File: config.mk
export PLATFORM = sky130hd
export DESIGN_NAME = wrbc_ctrl
export DESIGN_NICKNAME = d
export VERILOG_FILES = /design/src/hw/wrbc_pkg.sv /design/src/hw/wrbc_tx_if.sv /design/src/hw/wrbc_ctrl.sv /design/src/hw/wrbc_biphase_tx.sv
export SDC_FILE = /design/constraint.sdc
export NUM_CORES = 1
export LEC_CHECK = 0
export BUFFER_PORTS_ARGS = -buffer_cell sky130_fd_sc_hd__buf_2
export CELL_PAD_IN_SITES_DETAIL_PLACEMENT = 2
export CELL_PAD_IN_SITES_GLOBAL_PLACEMENT = 2
export CORE_MARGIN = 2
export CORE_UTILIZATION = 43
export CTS_CLUSTER_SIZE = 16
export DETAILED_ROUTE_END_ITERATION = 10
export PLACE_DENSITY_LB_ADDON = 0.1
export SLEW_MARGIN = 40
export SYNTH_ARGS = -nofsm -noshare
export SYNTH_HDL_FRONTEND = slang
export SYNTH_SLANG_ARGS = --single-unit
File: constraint.sdc
create_clock -name clk -period 4.5 [get_ports clk]
set_input_delay 0.9 -clock clk [delete_from_list [all_inputs] [get_ports clk]]
set_output_delay 0.9 -clock clk [all_outputs]
set_load 0.05 [all_outputs]
File: src/hw/wrbc_pkg.sv
// constants and types shared by the receiver control block
package wrbc_pkg;
  localparam int CLK_MHZ          = 100;
  localparam int BIT_PERIOD_US    = 500;
  localparam int HALF_BIT_CYC     = BIT_PERIOD_US * CLK_MHZ / 2;
  localparam int CYC_PER_MS       = CLK_MHZ * 1000;
  localparam int BIAS_WIN_MS      = 24;
  localparam int DEGLITCH_MS      = 10;
  localparam int MON_PRIO_MS      = 35;
  localparam int MON_STD_MS       = 235;
  localparam int CE_INTERVAL_MS   = 250;
  localparam int BIAS_WIN_CYC     = BIAS_WIN_MS * CYC_PER_MS;
  localparam int DEGLITCH_CYC     = DEGLITCH_MS * CYC_PER_MS;
  localparam int MON_PRIO_CYC     = MON_PRIO_MS * CYC_PER_MS;
  localparam int MON_STD_CYC      = MON_STD_MS * CYC_PER_MS;
  localparam int CE_INTERVAL_CYC  = CE_INTERVAL_MS * CYC_PER_MS;
  localparam int FRAME_BITS       = 11;
  localparam int CUR_W            = 12;
  localparam logic [CUR_W-1:0] CL_KNEE_MA   = 12'h12C;
  localparam logic [CUR_W:0]   CL_FIXED_MA  = 13'h0190;
  localparam logic [CUR_W:0]   CL_MARGIN_MA = 13'h0032;
  localparam logic [CUR_W-1:0] FULL_ON_MA   = 12'h078;
  localparam logic [CUR_W-1:0] FULL_OFF_MA  = 12'h064;
  localparam logic [7:0] HDR_EPT          = 8'h02;
  localparam logic [7:0] HDR_CTRL_ERR     = 8'h03;
  localparam logic [7:0] EPT_INT_FAULT    = 8'h02;
  localparam int PIN_N  = 8;
  localparam int P_CONV = 0;
  localparam int P_UVLO = 1;
  localparam int P_HOT  = 2;
  localparam int P_COLD = 3;
  localparam int P_HOST = 4;
  localparam int P_DIE  = 5;
  localparam int P_ENA  = 6;
  localparam int P_ENB  = 7;
  typedef enum logic [2:0] {RM_OFF = 3'b001, RM_HALF = 3'b010, RM_FULL = 3'b100} wrbc_rect_type;
  typedef enum logic [1:0] {TEMP_BIAS_OUTPUT = 2'b01, TS_MON = 2'b10} wrbc_ts_type;
  typedef enum logic [1:0] {PK_IDLE = 2'b01, PK_SEND = 2'b10} wrbc_pk_type;
endpackage

File: src/hw/wrbc_tx_if.sv
// byte hand-off and modulation level between packet logic and encoder
`timescale 1ns/1ns
interface wrbc_tx_if;
  logic [7:0] tx_byte;
  logic       tx_valid;
  logic       tx_ready;
  logic       mod_on;
  modport src (output tx_byte, output tx_valid, input tx_ready, input mod_on);
  modport snk (input tx_byte, input tx_valid, output tx_ready, output mod_on);
endinterface

File: src/hw/wrbc_ctrl.sv
// receiver digital control: status, rectifier mode, limit, temperature, backscatter
`timescale 1ns/1ns
// How it works
// power good pulls low while supply enabled
// supply stays off until rectifier converged
// one encoded bit per 0.5 ms
// one bit two transitions, zero one
// 11-bit frame, data least significant first
// start zero, odd parity, stop one
// both modulation switches follow encoded stream
// adaptive limit 400 mA or current plus 50
// rectifier off, then half-synchronous past lockout
// full above 120 mA, half below 100
// 24 ms bias window, 10 ms deglitch
// window end releases temperature bias output
// monitor 35/235 ms, flag host control above
// hot and cold comparators give fault flags
// die overheat disables supply, sends internal fault
// control error packet every 250 ms
// second enable alone disables adaptive limit
// idle link leaves both switches open
module wrbc_ctrl
  import wrbc_pkg::*;
#(
  parameter int HALF_CYC     = HALF_BIT_CYC,
  parameter int BIAS_CYC     = BIAS_WIN_CYC,
  parameter int DGL_CYC      = DEGLITCH_CYC,
  parameter int MON_P_CYC    = MON_PRIO_CYC,
  parameter int MON_S_CYC    = MON_STD_CYC,
  parameter int CE_INT_CYC   = CE_INTERVAL_CYC
)(
  input  wire logic             clk,
  input  wire logic             nrst,
  input  wire logic             ce,
  input  wire logic             rect_converged,
  input  wire logic             rect_above_uvlo,
  input  wire logic             hot_threshold,
  input  wire logic             cold_threshold,
  input  wire logic             host_sense_above,
  input  wire logic             die_shutdown_temp,
  input  wire logic             enable_select_a,
  input  wire logic             enable_select_b,
  input  wire logic [CUR_W-1:0] load_current_ma,
  input  wire logic [7:0]       ctrl_err_value,
  input  wire logic             priority_period,
  output logic                  power_good_n_o,
  output logic                  power_good_n_oe,
  output logic                  supply_enable,
  output logic                  rect_half_sync,
  output logic                  rect_full_sync,
  output logic                  comm_limit_en,
  output logic [CUR_W:0]        comm_limit_ma,
  output logic                  temp_bias_window,
  output logic                  temp_bias_output_oe,
  output logic                  hot_fault,
  output logic                  cold_fault,
  output logic                  host_ctrl,
  output logic                  modulation_switch_a,
  output logic                  modulation_switch_b
);
  wrbc_tx_if txi ();

  // the eight pins in pin_raw cross in through two flops; only the second stage is read
  logic [PIN_N-1:0] s1_ff;
  logic [PIN_N-1:0] s2_ff;
  logic [PIN_N-1:0] pin_raw;
  assign pin_raw = {enable_select_b, enable_select_a, die_shutdown_temp, host_sense_above,
                    cold_threshold, hot_threshold, rect_above_uvlo, rect_converged};

  always_ff @(posedge clk or negedge nrst)
  begin
    if (!nrst)
    begin
      s1_ff <= '0;
      s2_ff <= '0;
    end
    else if (ce)
    begin
      s1_ff <= pin_raw;
      s2_ff <= s1_ff;
    end
  end

  function automatic logic cnt_done(input logic [31:0] c, input int lim);
    cnt_done = (c >= 32'(lim - 1));
  endfunction

  // supply, status and rectifier
  logic          conv_ff,  nxt_conv;
  logic          sup_ff,   nxt_sup;
  wrbc_rect_type rm_ff,    nxt_rm;
  logic          cle_ff,   nxt_cle;
  logic [CUR_W:0] clm_ff,  nxt_clm;
  logic          hotf_ff,  coldf_ff;

  always_comb
  begin
    nxt_conv = conv_ff | s2_ff[P_CONV];
    nxt_sup  = conv_ff & ~s2_ff[P_DIE] & ~hotf_ff & ~coldf_ff
               & ~(s2_ff[P_ENA] & s2_ff[P_ENB]);
    nxt_rm   = rm_ff;
    case (rm_ff)
      RM_OFF:
        if (s2_ff[P_UVLO])
          nxt_rm = RM_HALF;
      RM_HALF:
        if (!s2_ff[P_UVLO])
          nxt_rm = RM_OFF;
        else if (load_current_ma > FULL_ON_MA)
          nxt_rm = RM_FULL;
      RM_FULL:
        if (!s2_ff[P_UVLO])
          nxt_rm = RM_OFF;
        else if (load_current_ma < FULL_OFF_MA)
          nxt_rm = RM_HALF;
      default:
        nxt_rm = RM_OFF;
    endcase
    nxt_cle = ~(s2_ff[P_ENB] & ~s2_ff[P_ENA]);
    if (load_current_ma < CL_KNEE_MA)
      nxt_clm = CL_FIXED_MA;
    else
      nxt_clm = {1'b0, load_current_ma} + CL_MARGIN_MA;
  end

  always_ff @(posedge clk or negedge nrst)
  begin
    if (!nrst)
    begin
      conv_ff <= 1'b0;
      sup_ff  <= 1'b0;
      rm_ff   <= RM_OFF;
      cle_ff  <= 1'b1;
      clm_ff  <= CL_FIXED_MA;
    end
    else if (ce)
    begin
      conv_ff <= nxt_conv;
      sup_ff  <= nxt_sup;
      rm_ff   <= nxt_rm;
      cle_ff  <= nxt_cle;
      clm_ff  <= nxt_clm;
    end
  end

  // temperature bias cycle
  wrbc_ts_type ts_ff,    nxt_ts;
  logic [31:0] tcnt_ff,  nxt_tcnt;
  logic [31:0] hcnt_ff,  nxt_hcnt;
  logic [31:0] ccnt_ff,  nxt_ccnt;
  logic        hseen_ff, nxt_hseen;
  logic        cseen_ff, nxt_cseen;
  logic        nxt_hotf, nxt_coldf;
  logic        host_ff,  nxt_host;
  logic        aseen_ff, nxt_aseen;
  logic        bias_ff;

  always_comb
  begin
    nxt_ts    = ts_ff;
    nxt_tcnt  = tcnt_ff + 32'h1;
    nxt_hcnt  = 32'h0;
    nxt_ccnt  = 32'h0;
    nxt_hseen = hseen_ff;
    nxt_cseen = cseen_ff;
    nxt_hotf  = hotf_ff;
    nxt_coldf = coldf_ff;
    nxt_host  = host_ff;
    nxt_aseen = aseen_ff;
    case (ts_ff)
      TEMP_BIAS_OUTPUT:
      begin
        // after reset the bias flop rises one edge late; hold the count so every window is full
        if (!bias_ff)
          nxt_tcnt = tcnt_ff;
        // a comparator must hold its level for the whole deglitch time
        if (s2_ff[P_HOT])
          nxt_hcnt = cnt_done(hcnt_ff, DGL_CYC) ? hcnt_ff : hcnt_ff + 32'h1;
        if (s2_ff[P_COLD])
          nxt_ccnt = cnt_done(ccnt_ff, DGL_CYC) ? ccnt_ff : ccnt_ff + 32'h1;
        if (cnt_done(hcnt_ff, DGL_CYC) && s2_ff[P_HOT])
          nxt_hseen = 1'b1;
        if (cnt_done(ccnt_ff, DGL_CYC) && s2_ff[P_COLD])
          nxt_cseen = 1'b1;
        if (cnt_done(tcnt_ff, BIAS_CYC))
        begin
          nxt_ts    = TS_MON;
          nxt_tcnt  = 32'h0;
          nxt_hotf  = nxt_hseen;
          nxt_coldf = nxt_cseen;
          nxt_aseen = 1'b0;
        end
      end
      TS_MON:
      begin
        nxt_aseen = aseen_ff | s2_ff[P_HOST];
        if (cnt_done(tcnt_ff, priority_period ? MON_P_CYC : MON_S_CYC))
        begin
          nxt_ts    = TEMP_BIAS_OUTPUT;
          nxt_tcnt  = 32'h0;
          nxt_host  = nxt_aseen;
          nxt_hseen = 1'b0;
          nxt_cseen = 1'b0;
        end
      end
      default:
      begin
        nxt_ts   = TEMP_BIAS_OUTPUT;
        nxt_tcnt = 32'h0;
      end
    endcase
  end

  always_ff @(posedge clk or negedge nrst)
  begin
    if (!nrst)
    begin
      ts_ff    <= TEMP_BIAS_OUTPUT;
      tcnt_ff  <= 32'h0;
      hcnt_ff  <= 32'h0;
      ccnt_ff  <= 32'h0;
      hseen_ff <= 1'b0;
      cseen_ff <= 1'b0;
      hotf_ff  <= 1'b0;
      coldf_ff <= 1'b0;
      host_ff  <= 1'b0;
      aseen_ff <= 1'b0;
    end
    else if (ce)
    begin
      ts_ff    <= nxt_ts;
      tcnt_ff  <= nxt_tcnt;
      hcnt_ff  <= nxt_hcnt;
      ccnt_ff  <= nxt_ccnt;
      hseen_ff <= nxt_hseen;
      cseen_ff <= nxt_cseen;
      hotf_ff  <= nxt_hotf;
      coldf_ff <= nxt_coldf;
      host_ff  <= nxt_host;
      aseen_ff <= nxt_aseen;
    end
  end

  // packet scheduler: header, payload, xor checksum
  wrbc_pk_type pk_ff,    nxt_pk;
  logic [1:0]  idx_ff,   nxt_idx;
  logic [7:0]  hdr_ff,   nxt_hdr;
  logic [7:0]  pay_ff,   nxt_pay;
  logic [31:0] icnt_ff,  nxt_icnt;
  logic        ept_ff,   nxt_ept;
  logic        eptd_ff,  nxt_eptd;

  always_comb
  begin
    nxt_pk   = pk_ff;
    nxt_idx  = idx_ff;
    nxt_hdr  = hdr_ff;
    nxt_pay  = pay_ff;
    nxt_icnt = icnt_ff;
    // overheat event is latched once; set beats the clear when both land
    nxt_ept  = ept_ff;
    nxt_eptd = eptd_ff & s2_ff[P_DIE];
    if (conv_ff && !cnt_done(icnt_ff, CE_INT_CYC))
      nxt_icnt = icnt_ff + 32'h1;
    txi.tx_valid = (pk_ff == PK_SEND);
    case (idx_ff)
      2'h0:    txi.tx_byte = hdr_ff;
      2'h1:    txi.tx_byte = pay_ff;
      default: txi.tx_byte = hdr_ff ^ pay_ff;
    endcase
    case (pk_ff)
      PK_IDLE:
        if (ept_ff)
        begin
          nxt_pk  = PK_SEND;
          nxt_idx = 2'h0;
          nxt_hdr = HDR_EPT;
          nxt_pay = EPT_INT_FAULT;
          nxt_ept = 1'b0;
        end
        else if (conv_ff && cnt_done(icnt_ff, CE_INT_CYC))
        begin
          nxt_pk   = PK_SEND;
          nxt_idx  = 2'h0;
          nxt_hdr  = HDR_CTRL_ERR;
          nxt_pay  = ctrl_err_value;
          nxt_icnt = 32'h0;
        end
      PK_SEND:
        if (txi.tx_ready)
        begin
          nxt_idx = idx_ff + 2'h1;
          if (idx_ff == 2'h2)
            nxt_pk = PK_IDLE;
        end
      default:
        nxt_pk = PK_IDLE;
    endcase
    if (s2_ff[P_DIE] && !eptd_ff)
    begin
      nxt_ept  = 1'b1;
      nxt_eptd = 1'b1;
    end
  end

  always_ff @(posedge clk or negedge nrst)
  begin
    if (!nrst)
    begin
      pk_ff   <= PK_IDLE;
      idx_ff  <= 2'h0;
      hdr_ff  <= 8'h00;
      pay_ff  <= 8'h00;
      icnt_ff <= 32'h0;
      ept_ff  <= 1'b0;
      eptd_ff <= 1'b0;
    end
    else if (ce)
    begin
      pk_ff   <= nxt_pk;
      idx_ff  <= nxt_idx;
      hdr_ff  <= nxt_hdr;
      pay_ff  <= nxt_pay;
      icnt_ff <= nxt_icnt;
      ept_ff  <= nxt_ept;
      eptd_ff <= nxt_eptd;
    end
  end

  wrbc_biphase_tx #(.HALF_CYC(HALF_CYC)) u_enc (
    .clk  (clk),
    .nrst (nrst),
    .ce   (ce),
    .tx   (txi.snk)
  );

  // output stage: pins straight from flops, except power_good_n_o tied low and the rectifier pins decoded from rm_ff
  logic pgoe_ff;
  logic moda_ff;
  logic modb_ff;

  always_ff @(posedge clk or negedge nrst)
  begin
    if (!nrst)
    begin
      pgoe_ff <= 1'b0;
      moda_ff <= 1'b0;
      modb_ff <= 1'b0;
      bias_ff <= 1'b0;
    end
    else if (ce)
    begin
      pgoe_ff <= nxt_sup;
      moda_ff <= txi.mod_on;
      modb_ff <= txi.mod_on;
      bias_ff <= (nxt_ts == TEMP_BIAS_OUTPUT);
    end
  end

  assign power_good_n_o      = 1'b0;
  assign power_good_n_oe     = pgoe_ff;
  assign supply_enable       = sup_ff;
  assign rect_half_sync      = (rm_ff == RM_HALF);
  assign rect_full_sync      = (rm_ff == RM_FULL);
  assign comm_limit_en       = cle_ff;
  assign comm_limit_ma       = clm_ff;
  assign temp_bias_window    = bias_ff;
  assign temp_bias_output_oe = bias_ff;
  assign hot_fault           = hotf_ff;
  assign cold_fault          = coldf_ff;
  assign host_ctrl           = host_ff;
  assign modulation_switch_a = moda_ff;
  assign modulation_switch_b = modb_ff;
endmodule // wrbc_ctrl

File: src/hw/wrbc_biphase_tx.sv
// byte framer and differential biphase encoder
`timescale 1ns/1ns
module wrbc_biphase_tx
  import wrbc_pkg::*;
#(
  parameter int HALF_CYC = HALF_BIT_CYC
)(
  input  wire logic clk,
  input  wire logic nrst,
  input  wire logic ce,
  wrbc_tx_if.snk    tx
);
  logic [31:0] cnt_ff,  nxt_cnt;
  logic [10:0] shf_ff,  nxt_shf;
  logic [3:0]  bit_ff,  nxt_bit;
  logic        half_ff, nxt_half;
  logic        act_ff,  nxt_act;
  logic        lvl_ff,  nxt_lvl;

  always_comb
  begin
    nxt_cnt  = cnt_ff;
    nxt_shf  = shf_ff;
    nxt_bit  = bit_ff;
    nxt_half = half_ff;
    nxt_act  = act_ff;
    nxt_lvl  = lvl_ff;
    tx.tx_ready = !act_ff;
    if (!act_ff)
    begin
      if (tx.tx_valid)
      begin
        // stop, odd parity, data lsb first, start
        nxt_shf  = {1'b1, ~^tx.tx_byte, tx.tx_byte, 1'b0};
        nxt_bit  = 4'h0;
        nxt_half = 1'b0;
        nxt_cnt  = 32'h0;
        nxt_act  = 1'b1;
        nxt_lvl  = ~lvl_ff;
      end
    end
    else if (cnt_ff == 32'(HALF_CYC - 1))
    begin
      nxt_cnt = 32'h0;
      if (!half_ff)
      begin
        nxt_half = 1'b1;
        if (shf_ff[0])
          nxt_lvl = ~lvl_ff;
      end
      else
      begin
        nxt_half = 1'b0;
        nxt_shf  = {1'b0, shf_ff[10:1]};
        nxt_bit  = bit_ff + 4'h1;
        if (bit_ff == 4'(FRAME_BITS - 1))
        begin
          // chained byte keeps the phase; otherwise the load is released
          tx.tx_ready = 1'b1;
          if (tx.tx_valid)
          begin
            nxt_shf = {1'b1, ~^tx.tx_byte, tx.tx_byte, 1'b0};
            nxt_bit = 4'h0;
            nxt_lvl = ~lvl_ff;
          end
          else
          begin
            nxt_act = 1'b0;
            nxt_lvl = 1'b0;
          end
        end
        else
          nxt_lvl = ~lvl_ff;
      end
    end
    else
      nxt_cnt = cnt_ff + 32'h1;
  end

  always_ff @(posedge clk or negedge nrst)
  begin
    if (!nrst)
    begin
      cnt_ff  <= 32'h0;
      shf_ff  <= 11'h7FF;
      bit_ff  <= 4'h0;
      half_ff <= 1'b0;
      act_ff  <= 1'b0;
      lvl_ff  <= 1'b0;
    end
    else if (ce)
    begin
      cnt_ff  <= nxt_cnt;
      shf_ff  <= nxt_shf;
      bit_ff  <= nxt_bit;
      half_ff <= nxt_half;
      act_ff  <= nxt_act;
      lvl_ff  <= nxt_lvl;
    end
  end

  assign tx.mod_on = lvl_ff & act_ff;
endmodule // wrbc_biphase_tx

==> impl_metrics.toml <==
[status]
status = "complete, no violations"

[die]
die_y_um = 171
start_util_pct = 43.5
core_area_sq_um = 27600
die_area_sq_um = 29300
io_pins = 58
fp-row-count = 61
die_w_um = 171

[worst_setup_path]
worstPathMaxFanout = 12
worstSetupPathType = "primary input to flop"
required_ps = 4970
cp-startpoint = "priority_period"
cp-start-kind = "primary input"
worstSetupEndpointType = "flop"
worstPathArrival_ps = 3820
r2r_start = "tcnt_ff[30]"

[synth]
ys.warnings.count = 0
seq_area_frac_synth_pct = 49.9
ys_seq_elements = 239
synth_edf_count = 0
syn_avg_cell_area_sq_um = 9.80
synth_top_area_share_pct = 46.0
ys_async_sr_fraction_pct = 100
synth_ff_type = "dfrtp_1"
synth_nets = 1283
synth_cell_types = 76
netlist.top_cell.by_area = "dfrtp_1"
synth.cell_area_sq_um = 12000
synthTopCellsByCount = "dfrtp_1, nor2_1, nand2_1, o21ai_0, a21oi_1"
synthTopCellsByArea = "dfrtp_1, dfstp_2, nor2_1"
yosysMostFrequentCell = "dfrtp_1"
synthCells = 1227

[cts]
clk_pin_slew_ps = 60
clock_path_buffers = 3
holdBufCountCts = 0
post-cts-setup-buffer-count = 0
htreeDepth = 1
cts-root-buf = "clkbuf_16"
clk_latency_ps = 550
ctsResizeCount = 0
numCtsBuffers = 28
cts_tree = "yes"
clkSinkCount = 239

[global_route]
antenna_found_initial = 1
grt_max_degree = 106
grt_pass1_wl_mm = 58.0
grt_use_total_pct = 24.2
overflow = 0
grt_pass1_vias = 10800

[timing]
report.final.slew_viol_count = 0
post-route-period-util_pct = 74.4
setup_tns_ps = 0
tightest_slew_ps = 796
fin_crit_ps = 3350
max_freq_ghz = 0.299
layout_setup_ws_ps = 1150
finalHoldViolCount = 0
relSlewSlack_pct = 46.7
rsz0062_at_grt = "no"
skew_ps = 16.4
finalSetupViolations = 0

[detailed_routing]
num_vias = 9786
drtIter0Drc = 449
ant_nets = 0
totalWireLength_mm = 34.4
first_pass_iters = 4
drc_errors = 0
wl_per_cell_um = 20.5
via_per_inst = 5.82

[power_and_ir_drop]
power_density_nw_per_um2 = 438
p_leak_uw = 0.00615
ir_worst_vdd_uv = 261
power.total_uw = 6030

[finish]
synthToLayoutAreaGrowth_pct = 14.5
fin_area_sq_um = 13800
diodes = 0
fin_nets = 1338
n_fill_cell = 2915
layout-drive-gt1-share_pct = 13.7

[placement]
dpl_cell_area_sq_um = 12700
port_buffers = 56
dp_hpwl_mm = 22.8
dp_slack_ps = 666
gp_congestion = 0.788

[run]
drv_cap = 0

[hold_path]
hp-class = "primary input to asynchronous set/reset pin"
[power by group]
part	internal (uW)	total, uW	switching, uW	leakage [uW]
clock network	1550	2500	952	0.000491
logic	325	1020	692	0.00251
registers	2320	2510	192	0.00315
total	4190	6030	1840	0.00615
[placed cells by master (no fill, tap or decap), drive strengths merged, types with 29 or more instances in the layout]
cell / synthesis / final
a21oi: 58 / 58
and2: 39 / 39
and3: 35 / 35
buf: 10 / 73
clkbuf: 38 / 33
dfrtp: 221 / 221
inv: 29 / 29
nand2: 105 / 105
nand3: 56 / 56
nand4: 29 / 29
nor2: 120 / 120
o21ai: 78 / 78
xnor2: 31 / 31
xor2: 49 / 49
[layer usage]
| metal | global-route usage (%) | share of wire, % |
|---|---|---|
| met2 | 43.8 | 52 |
| met5 | 0 | 0 |
| met1 | 31.7 | 45 |
| met3 | 2.81 | 2.3 |
| met4 | 3.94 | 1.3 |
[worst max-delay path: stages]
cell      delay (ps)
buf_2            160
inv_1            150
ha_1             340
a21oi_1          130
o21ai_0          100
o311ai_0         470
a21boi_0         230
o31a_1           510
nor3_2           550
a22o_1           270
[cells by family after synthesis]
logic type | share of synthesized area (%)
AO/OA/AOI/OAI | 15.6
XOR/XNOR | 5.82
adder cells (fa/ha/maj) | 2.50
buffers and inverters | 2.60
flip-flops | 49.9
multiplexers | 2.02
other | 0.0312
AND/OR/NAND/NOR | 21.6
[path summary, 6_finish.rpt]
| check | to | slack [ps] | depth (start not counted) |
|---|---|---|---|
| worst max-delay path | tcnt_ff[8] | 1150 | 10 |
| min in group clk | comm_limit_en | 470 | 1 |
| worst min register to register | comm_limit_en | 470 | 1 |
| worst max register to register | tcnt_ff[0] | 1350 | 6 |
| worst min-delay path | icnt_ff[22] | 220 | 1 |
| max in group asynchronous | ts_ff[0] | 3200 | 3 |
[per-stage QoR]
| stage | instances | hold WS (ps) | utilization, % |
|---|---|---|---|
| 2_1_floorplan | 1227 | 421 | - |
| 3_3_place_gp | 1629 | 441 | 46.1 |
| 3_5_place_dp | 1629 | 458 | 46.1 |
| 4_1_cts | 1680 | 448 | 49.7 |
| 5_1_grt | 1681 | 232 | 49.9 |
| 6_report | 1681 | 224 | 49.9 |
[registers in the layout, indices dropped and copies added (netlist names), 3 cells and up]
register	flops
u_enc.cnt_ff	32
pay_ff	8
u_enc.bit_ff	4
ccnt_ff	32
hcnt_ff	32
u_enc.shf_ff	11
s2_ff	8
comm_limit_ma	13
icnt_ff	32
s1_ff	8
rm_ff	3
tcnt_ff	32
[final cells by class]
type | instances | area (sq um) | share of cell area (%)
clock inverters | 18 | 250 | 1.82
multi-input cells | 911 | 5730 | 41.6
repair buffers | 73 | 450 | 3.27
inverters | 29 | 109 | 0.790
well taps | 378 | 473 | 3.43
flip-flops and latches | 239 | 6000 | 43.6
clock buffers | 33 | 761 | 5.52
Note: power is estimated with default switching activity, not from simulation.
